<file path="src/rtl/devcfg_consts.svh">
// Constants for the device configuration register block.
`ifndef DEVCFG_CONSTS_SVH
`define DEVCFG_CONSTS_SVH
`define CFG_ADDR 8'h10
`define CFG_BIT_FORCE_HARD_RESET 7
`define CFG_BIT_ALIVE_COUNTER 6
`define CFG_BIT_ALU_TEST 5
`define CFG_BIT_SCAN_WD_DISABLE 4
`define CFG_BIT_DOUBLE_BUFFER 3
`define CFG_BIT_PACKET_CHECK_DIS 2
`define CFG_BIT_ADDR_UNLOCK 1
`define CFG_BIT_SOFT_RESET 0
`define CFG_RESET_VALUE 16'h0002
`define CFG_WRITE_MASK 16'hF8FC
`define DEVADDR_RESET 5'h00
`endif

</file>
<file path="src/rtl/devcfg_pkg.sv">
// Types shared by the device configuration block.
package devcfg_pkg;
	typedef logic [15:0] cfg_word_t;
	typedef enum logic [0:0] {
		HOLD = 1'b0,
		PULL = 1'b1
	} pull_state_t;
endpackage : devcfg_pkg

</file>
<file path="src/rtl/result_mux.sv">
// Selects ALU input and times the result copy.
`timescale 1ns/1ps
module result_mux #(
	parameter int DATA_W = 12
) (
	// Clock and reset
	input wire logic mclk,
	input wire logic arst_n,
	// Mode controls
	input wire logic alu_test_enable,
	input wire logic double_buffer_enable,
	// Data sources
	input wire logic [DATA_W-1:0] converter_data,
	input wire logic [DATA_W-1:0] alu_test_data,
	// Acquisition events
	input wire logic acq_start,
	input wire logic acq_end,
	// Outputs
	output logic [DATA_W-1:0] alu_input,
	output logic result_copy
);
	logic [DATA_W-1:0] next_alu_input;
	logic next_result_copy;

	always_comb begin
		next_alu_input = alu_test_enable ? alu_test_data : converter_data;
		// Double buffering defers the copy so the host can still read old results.
		next_result_copy = double_buffer_enable ? acq_start : acq_end;
	end

	always_ff @(posedge mclk or negedge arst_n) begin
		if (!arst_n) begin
			alu_input <= '0;
			result_copy <= 1'b0;
		end else begin
			alu_input <= next_alu_input;
			result_copy <= next_result_copy;
		end
	end
endmodule : result_mux

</file>
<file path="src/rtl/device_config_register.sv">
// Device configuration register and its control outputs.
`timescale 1ns/1ps
`include "devcfg_consts.svh"

// Function
// - Force-hard-reset bit pulls shutdown pin low internally; resets to zero.
// - Clearing force-hard-reset before reset takes effect releases the pull-down.
// - Alive-counter enable adds an alive byte to every packet.
// - ALU test enable feeds 12-bit test data instead of converter results.
// - Watchdog disable stops watchdog but keeps a set timeout flag.
// - Double-buffer mode copies results at next acquisition start.
// - Packet-check disable turns off error checking; resets to zero.
// - Address unlock resets to one and allows device address writes.
// - Only the enumeration broadcast clears address unlock; writes cannot.
// - Writing one to soft reset request triggers soft reset; zero ignored.
// - Soft reset request always reads back zero.
// - Register sits at address 0x10.
module device_config_register #(
	parameter int DATA_W = 12
) (
	// Clock and reset
	input wire logic mclk,
	input wire logic arst_n,
	// Register access from packet decoder
	input wire logic [7:0] reg_addr,
	input wire logic reg_write,
	input wire logic [15:0] reg_wdata,
	output logic [15:0] reg_rdata,
	// Enumeration
	input wire logic enumeration_broadcast,
	input wire logic addr_write,
	input wire logic [4:0] addr_wdata,
	output logic [4:0] device_address,
	// Reset control
	input wire logic hard_reset_taken,
	output logic shutdown_pin_n_o,
	output logic shutdown_pin_n_oe,
	output logic soft_reset_pulse,
	// Link options
	output logic alive_counter_enable,
	output logic packet_check_enable,
	// Acquisition
	input wire logic scan_timeout_event,
	input wire logic scan_timeout_clear,
	output logic scan_timeout_flag,
	output logic watchdog_run,
	input wire logic [DATA_W-1:0] converter_data,
	input wire logic [DATA_W-1:0] alu_test_data,
	input wire logic acq_start,
	input wire logic acq_end,
	output logic [DATA_W-1:0] alu_input,
	output logic result_copy
);
	// The mask is held as a sized constant so single bits can be picked.
	// Unlock and soft-reset bits and bits 10:8 lie outside it.
	localparam logic [15:0] WRITE_MASK = `CFG_WRITE_MASK;

	devcfg_pkg::cfg_word_t cfg;
	devcfg_pkg::cfg_word_t next_cfg;
	devcfg_pkg::cfg_word_t merged_word;
	devcfg_pkg::pull_state_t pull;
	devcfg_pkg::pull_state_t next_pull;
	logic [4:0] next_device_address;
	logic next_soft_reset_pulse;
	logic next_scan_timeout_flag;
	logic [15:0] next_reg_rdata;
	logic hit;
	logic hard_reset_meta;
	logic hard_reset_sync;

	// ************************************************************
	// Hard reset indication synchroniser
	// ************************************************************
	// The chip reset status comes from outside this clock domain, so
	// only the second flop is read by the pull-down logic.
	always_ff @(posedge mclk or negedge arst_n) begin
		if (!arst_n) begin
			hard_reset_meta <= 1'b0;
			hard_reset_sync <= 1'b0;
		end else begin
			hard_reset_meta <= hard_reset_taken;
			hard_reset_sync <= hard_reset_meta;
		end
	end

	// ************************************************************
	// Write merge
	// ************************************************************
	// Each bit outside the mask keeps its stored value on a write, so
	// reserved bits cannot be set by a careless host.
	for (genvar b = 0; b < 16; b++) begin : g_merge
		assign merged_word[b] = WRITE_MASK[b] ? reg_wdata[b] : cfg[b];
	end

	// ************************************************************
	// Configuration word
	// ************************************************************
	// Soft reset is only a strobe; the stored bit never holds a one.
	always_comb begin
		hit = reg_write && (reg_addr == `CFG_ADDR);
		next_cfg = cfg;
		if (hit) begin
			next_cfg = merged_word;
		end
		if (enumeration_broadcast) begin
			next_cfg[`CFG_BIT_ADDR_UNLOCK] = 1'b0;
		end
		next_cfg[`CFG_BIT_SOFT_RESET] = 1'b0;
		next_soft_reset_pulse = hit && reg_wdata[`CFG_BIT_SOFT_RESET];
		next_reg_rdata = next_cfg;
	end

	always_ff @(posedge mclk or negedge arst_n) begin
		if (!arst_n) begin
			cfg <= `CFG_RESET_VALUE;
			soft_reset_pulse <= 1'b0;
			reg_rdata <= `CFG_RESET_VALUE;
		end else begin
			cfg <= next_cfg;
			soft_reset_pulse <= next_soft_reset_pulse;
			reg_rdata <= next_reg_rdata;
		end
	end

	// ************************************************************
	// Device address
	// ************************************************************
	// Once locked, address writes are dropped silently; only a reset
	// of the block unlocks the address again.
	always_comb begin
		next_device_address = device_address;
		if (addr_write && cfg[`CFG_BIT_ADDR_UNLOCK]) begin
			next_device_address = addr_wdata;
		end
	end

	always_ff @(posedge mclk or negedge arst_n) begin
		if (!arst_n) begin
			device_address <= `DEVADDR_RESET;
		end else begin
			device_address <= next_device_address;
		end
	end

	// ************************************************************
	// Shutdown pull-down
	// ************************************************************
	// Clearing the bit before the chip reset lands drops the pull-down,
	// so a mistaken request can still be withdrawn.
	always_comb begin
		next_pull = pull;
		unique case (pull)
			devcfg_pkg::HOLD: begin
				if (next_cfg[`CFG_BIT_FORCE_HARD_RESET]) begin
					next_pull = devcfg_pkg::PULL;
				end
			end
			devcfg_pkg::PULL: begin
				if (!next_cfg[`CFG_BIT_FORCE_HARD_RESET]) begin
					next_pull = devcfg_pkg::HOLD;
				end
			end
		endcase
	end

	always_ff @(posedge mclk or negedge arst_n) begin
		if (!arst_n) begin
			pull <= devcfg_pkg::HOLD;
		end else begin
			pull <= next_pull;
		end
	end

	// ************************************************************
	// Scan timeout flag
	// ************************************************************
	always_comb begin
		// An event in the clear cycle wins while the watchdog runs; disabling never clears the flag.
		next_scan_timeout_flag = scan_timeout_flag;
		if (scan_timeout_clear) begin
			next_scan_timeout_flag = 1'b0;
		end
		if (scan_timeout_event && !cfg[`CFG_BIT_SCAN_WD_DISABLE]) begin
			next_scan_timeout_flag = 1'b1;
		end
	end

	always_ff @(posedge mclk or negedge arst_n) begin
		if (!arst_n) begin
			scan_timeout_flag <= 1'b0;
		end else begin
			scan_timeout_flag <= next_scan_timeout_flag;
		end
	end

	// ************************************************************
	// Control outputs
	// ************************************************************
	// The pull-down drives low only; hard_reset_taken is the chip reset.
	assign shutdown_pin_n_o = 1'b0;
	assign shutdown_pin_n_oe = (pull == devcfg_pkg::PULL)
		&& !hard_reset_sync;
	assign alive_counter_enable = cfg[`CFG_BIT_ALIVE_COUNTER];
	assign packet_check_enable = !cfg[`CFG_BIT_PACKET_CHECK_DIS];
	assign watchdog_run = !cfg[`CFG_BIT_SCAN_WD_DISABLE];

	result_mux #(
		.DATA_W(DATA_W)
	) u_result_mux (
		.mclk(mclk),
		.arst_n(arst_n),
		.alu_test_enable(cfg[`CFG_BIT_ALU_TEST]),
		.double_buffer_enable(cfg[`CFG_BIT_DOUBLE_BUFFER]),
		.converter_data(converter_data),
		.alu_test_data(alu_test_data),
		.acq_start(acq_start),
		.acq_end(acq_end),
		.alu_input(alu_input),
		.result_copy(result_copy)
	);
endmodule : device_config_register

</file>
<file path="config.mk">
export PLATFORM = sky130hd
export DESIGN_NAME = device_config_register
export DESIGN_NICKNAME = d
export VERILOG_FILES = /design/src/rtl/devcfg_pkg.sv /design/src/rtl/result_mux.sv /design/src/rtl/device_config_register.sv
export VERILOG_INCLUDE_DIRS = /design/src /design/src/rtl
export SDC_FILE = /design/constraint.sdc
export NUM_CORES = 1
export LEC_CHECK = 0
export BUFFER_PORTS_ARGS = -buffer_cell sky130_fd_sc_hd__buf_2
export CAP_MARGIN = 20
export CORE_MARGIN = 2
export CORE_UTILIZATION = 43
export DETAILED_ROUTE_END_ITERATION = 8
export PLACE_DENSITY = 0.87
export SETUP_SLACK_MARGIN = 0.3
export SYNTH_ARGS = -nofsm -noshare
export SYNTH_HDL_FRONTEND = slang
export SYNTH_HIERARCHICAL = 1
export SYNTH_SLANG_ARGS = --single-unit
</file>
<file path="constraint.sdc">
create_clock -name mclk -period 2.3 [get_ports mclk]
set_input_delay 0.46 -clock mclk [delete_from_list [all_inputs] [get_ports mclk]]
set_output_delay 0.46 -clock mclk [all_outputs]
set_load 0.05 [all_outputs]
</file>
==> results of run 1 <==
[logic make-up (layout without fill, tap and decap cells)]
group	count (synthesis)	count (layout)	share of synthesized area
AO/OA/AOI/OAI	1	1	0.00625
buffers and inverters	13	108	0.0643
flip-flops	34	34	0.608
multiplexers	29	29	0.284
other	1	5	0.00268
AND/OR/NAND/NOR	7	7	0.0348
[how the worst max path moves through the flow]
stage,startpoint,depth (start not counted),slack (ps),endpoint
after global placement,reg_addr[6],5,730,cfg[13]
final,cfg[5],2,630,reg_rdata[5]
after detailed placement,reg_addr[6],5,710,cfg[11]
after floorplan,cfg[7],1,780,shutdown_pin_n_oe
after CTS,cfg[5],2,610,reg_rdata[5]
after global routing,cfg[5],2,570,reg_rdata[5]
[flip-flops by register name (all words and copies together) (netlist names)]
register                  flops
device_address                5
soft_reset_pulse              1
hard_reset_meta               1
cfg                          12
u_result_mux/alu_input       12
hard_reset_sync               1
u_result_mux/result_copy      1
scan_timeout_flag             1
[power by group through the flow]
stage	sequential [mW]	clock [mW]	combinational (mW)
2_1_floorplan	0.720	0	0.0896
3_3_place_gp	0.641	0	0.244
3_5_place_dp	0.643	0	0.251
4_1_cts	0.632	0.309	0.251
5_1_grt	0.634	0.335	0.263
6_report	0.631	0.291	0.248
[per-stage QoR]
step	power [mW]	util	std cells	cell area, sq um	setup slack (ps)
after floorplan	0.809	-	89	1420	782
after global placement	0.886	0.611	220	1880	731
after detailed placement	0.894	0.611	220	1880	708
after CTS	1.19	0.627	228	1930	609
after global routing	1.23	0.627	228	1930	574
final	1.17	0.627	228	1930	633
[cell type report]
type	count	area share
multi-input cells	42	0.246
well taps	44	0.0285
inverters	4	0.00778
repair buffers	96	0.251
clock buffers	8	0.0253
flip-flops and latches	34	0.441
[worst reg2reg max path: cells and delay by family (launching register included)]
kind / cells / cell delay [ps]
flops: 1 / 540
mux: 1 / 310
simple gates: 1 / 140
[cell usage in the layout, fill, tap and decap left out, drive strengths merged]
| cell | instances |
|---|---|
| nor2 | 1 |
| clkbuf | 8 |
| a22o | 1 |
| inv | 4 |
| nor2b | 2 |
| dfrtp | 33 |
| nand4b | 1 |
| mux2 | 29 |
| conb | 5 |
| nor4b | 1 |
| nand2 | 1 |
| dfstp | 1 |
| nor3 | 1 |
| buf | 96 |
[layer usage]
metal / GRT usage / up-vias
met5: 0 / -
met4: 0.118 / 0
met3: 0.0609 / 6
li1: - / 473
met1: 0.149 / 501
met2: 0.328 / 58
==> flow_metrics.tcl, run 1 <==
set metrics [dict create \
    outcome "finished clean" \
    synthArstFlopShare 1.00 \
    cp_slowest_stage_delay_ps 330 \
    dr_wl_met2_microns 1690 \
    postCtsResizedCells 0 \
    ios 104 \
    cts_setup_buffers 0 \
    nets 246 \
    period_minus_slack_ps 1670 \
    rrSetupSlack_ps 1210 \
    cp_top_family "buffers and inverters" \
    comb_power_share 0.212 \
    gp_congestion 0.724 \
    antenna_left 0 \
    syn_inst 85 \
    path_clk_slew_ps 90 \
    intPower_mw 0.832 \
    seqPwrFrac 0.540 \
    grt_pass1_wl_microns 4510 \
    groute.usage.overall 0.174 \
    synth_top_area_share 0.589 \
    antenna_cells 0 \
    arrival_ps 1210 \
    ys_ff_latch 34 \
    wl_per_cell_microns 12.9 \
    path_buf_inv 2 \
    die_area_sq_um 3730 \
    crit_fanout 14 \
    cp-end-kind "output port" \
    rsz0062_at_grt "false" \
    fillers 260 \
    multiInputGateArea_sq_um 474 \
    wirelength_met1_microns 940 \
    max_freq_mhz 600 \
    grt_max_degree 35 \
    start_util 0.455 \
    viasPerCell 4.55 \
    dp_hpwl_microns 2430 \
    synth_commonest_cells "dfrtp_1, mux2_4, mux2_2" \
    setup_viol 0 \
    cts.sink_count 34 \
    hold_slack_ps 191 \
    syn2layout_area_growth_pct 37.8 \
    power_switching_mw 0.337 \
    cp-start-kind "flip-flop" \
    cts_buffer_depth 2 \
    synth-edff-count 0 \
    cts_tree "built" \
    drive_gt1_frac 0.717 \
    cts-root-buf "clkbuf_4" \
    grt_pass1_vias 1121 \
    switching_share 0.288 \
    die_h_microns 61.1 \
    cts_buffers 5 \
    yosysTopAreaCell "dfrtp_1" \
    yosysUniqueCellTypes 15 \
    tns_ps 0 \
    crit_chain "buf_4 > buf_2" \
    cap_violations 0 \
    grt_overflow 0 \
    drv_slew 0 \
    wl_microns 2940 \
    met3_length_microns 244 \
    io_buffers 94 \
    syn_avg_cell_area_sq_um 16.5 \
    drc 0 \
    ir_worst_vdd_v 0.000373 \
    post-route-period-util 0.725 \
    synthFlopType "dfrtp_1" \
    r2r-end "device_address[2]" \
    power.density_nw_per_um2 606 \
    htreeDepth 2 \
    die_x_microns 61.1 \
    fin_worst_skew_ps 5.38 \
    drt_iter0_markers 35 \
    cts_hold_buffers 0 \
    hold_class "in2async" \
    highest_layer "met4" \
    ys_top_cells_by_area "dfrtp_1, mux2_4, mux2_2" \
    yosysWarnings 6 \
    ys_seq_area_frac 0.608 \
    slew_headroom 0.524 \
    timing.final.hold_violations 0 \
    core_area_sq_um 3080 \
    cellLeakagePower_nw 1.12 \
    final-seq-area_sq_um 852 \
    yosysMostFrequentCell "dfrtp_1" \
    worstPathRequired_ps 1840 \
    worst_pin_slew_ps 714 \
    r2r_cells 2 \
    pwr-share-clk 0.248 \
    rows 20 \
    antenna_found_initial 0 \
    path_class "reg2out" \
    vias 1038 \
    drtPass1Iterations 2 \
    synth.cell_area_sq_um 1400 \
    clkLatencyLatePin_ps 310 \
    rr_startpoint "cfg[1]" \
    crit_slowest_cell "dfrtp_1" \
]
No activity file was read; power rests on OpenSTA's default activity.
==> run 2: changes to the inputs <==
--- a/config.mk
+++ b/config.mk
@@ -9,9 +9,9 @@
 export BUFFER_PORTS_ARGS = -buffer_cell sky130_fd_sc_hd__buf_2
 export CAP_MARGIN = 20
 export CORE_MARGIN = 2
-export CORE_UTILIZATION = 43
+export CORE_UTILIZATION = 39
 export DETAILED_ROUTE_END_ITERATION = 8
-export PLACE_DENSITY = 0.87
+export PLACE_DENSITY = 0.8
 export SETUP_SLACK_MARGIN = 0.3
 export SYNTH_ARGS = -nofsm -noshare
 export SYNTH_HDL_FRONTEND = slang
==> constraint.sdc (replaced) <==
create_clock -name mclk -period 1.59 [get_ports mclk]
set_input_delay 0.318 -clock mclk [delete_from_list [all_inputs] [get_ports mclk]]
set_output_delay 0.318 -clock mclk [all_outputs]
set_load 0.05 [all_outputs]
==> run 2 against run 1 <==
  * Clock skew is 2.4 ps higher
  * Combinational power is 58% higher
  * Clock power is 49% higher
  * Die area is 9.6% higher
  * Non-clock buffer count is 7 higher
  * Critical endpoint is now reg_rdata[1]
  * Highest routed layer unchanged
==> flow_metrics.tcl, run 2 (synthesized netlist as in run 1, its figures left out) <==
set metrics [dict create \
    pwr-share-clk 0.248 \
    arrival_ps 1020 \
    cp_top_family "flip-flops" \
    min_from "hard_reset_taken" \
    die_area_sq_um 4090 \
    r2r-end "device_address[4]" \
    post-route-period-util 0.839 \
    syn2layout_area_growth_pct 51.8 \
    htreeDepth 2 \
    cp_slowest_stage_delay_ps 560 \
    cp-end-kind "output port" \
    drc 0 \
    switching_share 0.289 \
    hold_class "in2reg" \
    comb_power_share 0.226 \
    final_cell_mix "buf_2, dfrtp_1, mux2_4" \
    start_util 0.413 \
    final-seq-area_sq_um 855 \
    crit_slowest_cell "dfstp_2" \
    cts_buffer_depth 2 \
    cts_tree "built" \
    max_freq_mhz 749 \
    setup_viol 0 \
    fin_area_sq_um 2130 \
    cp-start-kind "flip-flop" \
    utilization 0.628 \
    hold-path-cell-count 1 \
    crit_end "reg_rdata[1]" \
    multiInputGateArea_sq_um 490 \
    stdcell_count 237 \
    hold_slack_ps 98.5 \
    seqPwrFrac 0.526 \
    wl_per_cell_microns 12.0 \
    grt_max_degree 19 \
    finalPower_mw 1.74 \
    fillers 266 \
    gp_congestion 0.692 \
    ios 104 \
    grt_overflow 0 \
    r2r_cells 3 \
    dp_hpwl_microns 2190 \
    post-place-ws_ps 129 \
    timing.final.ws_setup_ps 255 \
    rows 21 \
    path_clk_slew_ps 90 \
    timing.final.hold_violations 0 \
    crit_fanout 2 \
    placed_area_sq_um 1920 \
    drv_slew 0 \
    cp-startpoint "cfg[1]" \
    power_switching_mw 0.504 \
    drtPass1Iterations 3 \
    antenna_cells 0 \
    cts.sink_count 34 \
    antenna_found_initial 0 \
    groute.usage.overall 0.149 \
    outcome "finished clean" \
    rr_startpoint "cfg[1]" \
    vias 1028 \
    cellLeakagePower_nw 1.17 \
    core_area_sq_um 3390 \
    period_minus_slack_ps 1330 \
    fin_worst_skew_ps 7.74 \
    grt_pass1_wl_microns 4510 \
    rrSetupSlack_ps 360 \
    crit_chain "buf_8" \
    rsz0062_at_grt "true" \
    die_h_microns 63.9 \
    io_buffers 94 \
    nets 253 \
    antenna_left 0 \
    intPower_mw 1.24 \
    layout_commonest_cell "buf_2" \
    grt_pass1_vias 1080 \
    drive_gt1_frac 0.743 \
    path_class "reg2out" \
    viasPerCell 4.34 \
    dp.cells 223 \
    tns_ps 0 \
    cap_violations 0 \
    cp.depth 1 \
    cts_buffers 5 \
    reg_top3 "cfg (12), u_result_mux/alu_input (12), device_address (5)" \
    cts-root-buf "clkbuf_4" \
    drt_iter0_markers 12 \
    die_x_microns 63.9 \
    ir_worst_vdd_v 0.000419 \
    path_buf_inv 1 \
    clkLatencyLatePin_ps 320 \
    power.density_nw_per_um2 819 \
    worstPathRequired_ps 1270 \
    wl_microns 2850 \
]
-- run 2: cell types whose count changed in the layout (fill, tap and decap cells not counted), sizes merged --
cell	change
clkbuf	+9
buf	-3
clkinvlp	+1
dlygate4sd3	+1
inv	-1
-- run 2: layer usage --
metal / GRT usage / vias up / part of all wire
met5: 0 / - / 0
met4: 0.0761 / 0 / 0.016
met3: 0.0634 / 5 / 0.10
met2: 0.281 / 50 / 0.55
met1: 0.131 / 489 / 0.33
li1: - / 484 / -
-- run 2: cell type report --
class	count	share of cell area
repair buffers	103	0.309
inverters	4	0.00882
flip-flops and latches	34	0.402
clock buffers	8	0.0229
multi-input cells	42	0.231
well taps	46	0.0271
-- run 2: timing repair --
action | in CTS | in global routing
hold buffers | 1 | 0
gates resized for setup | 23 | 16
hold endpoints to repair | 16 | 0
buffers inserted | 3 | 2
setup endpoints to repair | 14 | 19
-- run 2: how the worst min path moves through the flow --
stage / endpoint / slack, ps
6_report: hard_reset_meta / 100
2_1_floorplan: cfg[11] / 20
3_5_place_dp: cfg[3] / 280
5_1_grt: hard_reset_meta / 70
4_1_cts: hard_reset_meta / 70
3_3_place_gp: cfg[3] / 280
-- run 2: power groups by stage --
stage	clock network, mW	logic (mW)	registers (mW)
final	0.433	0.393	0.916
after global routing	0.505	0.416	0.920
after CTS	0.461	0.387	0.915
after detailed placement	0	0.368	0.930
after global placement	0	0.363	0.929
after floorplan	0	0.131	1.04
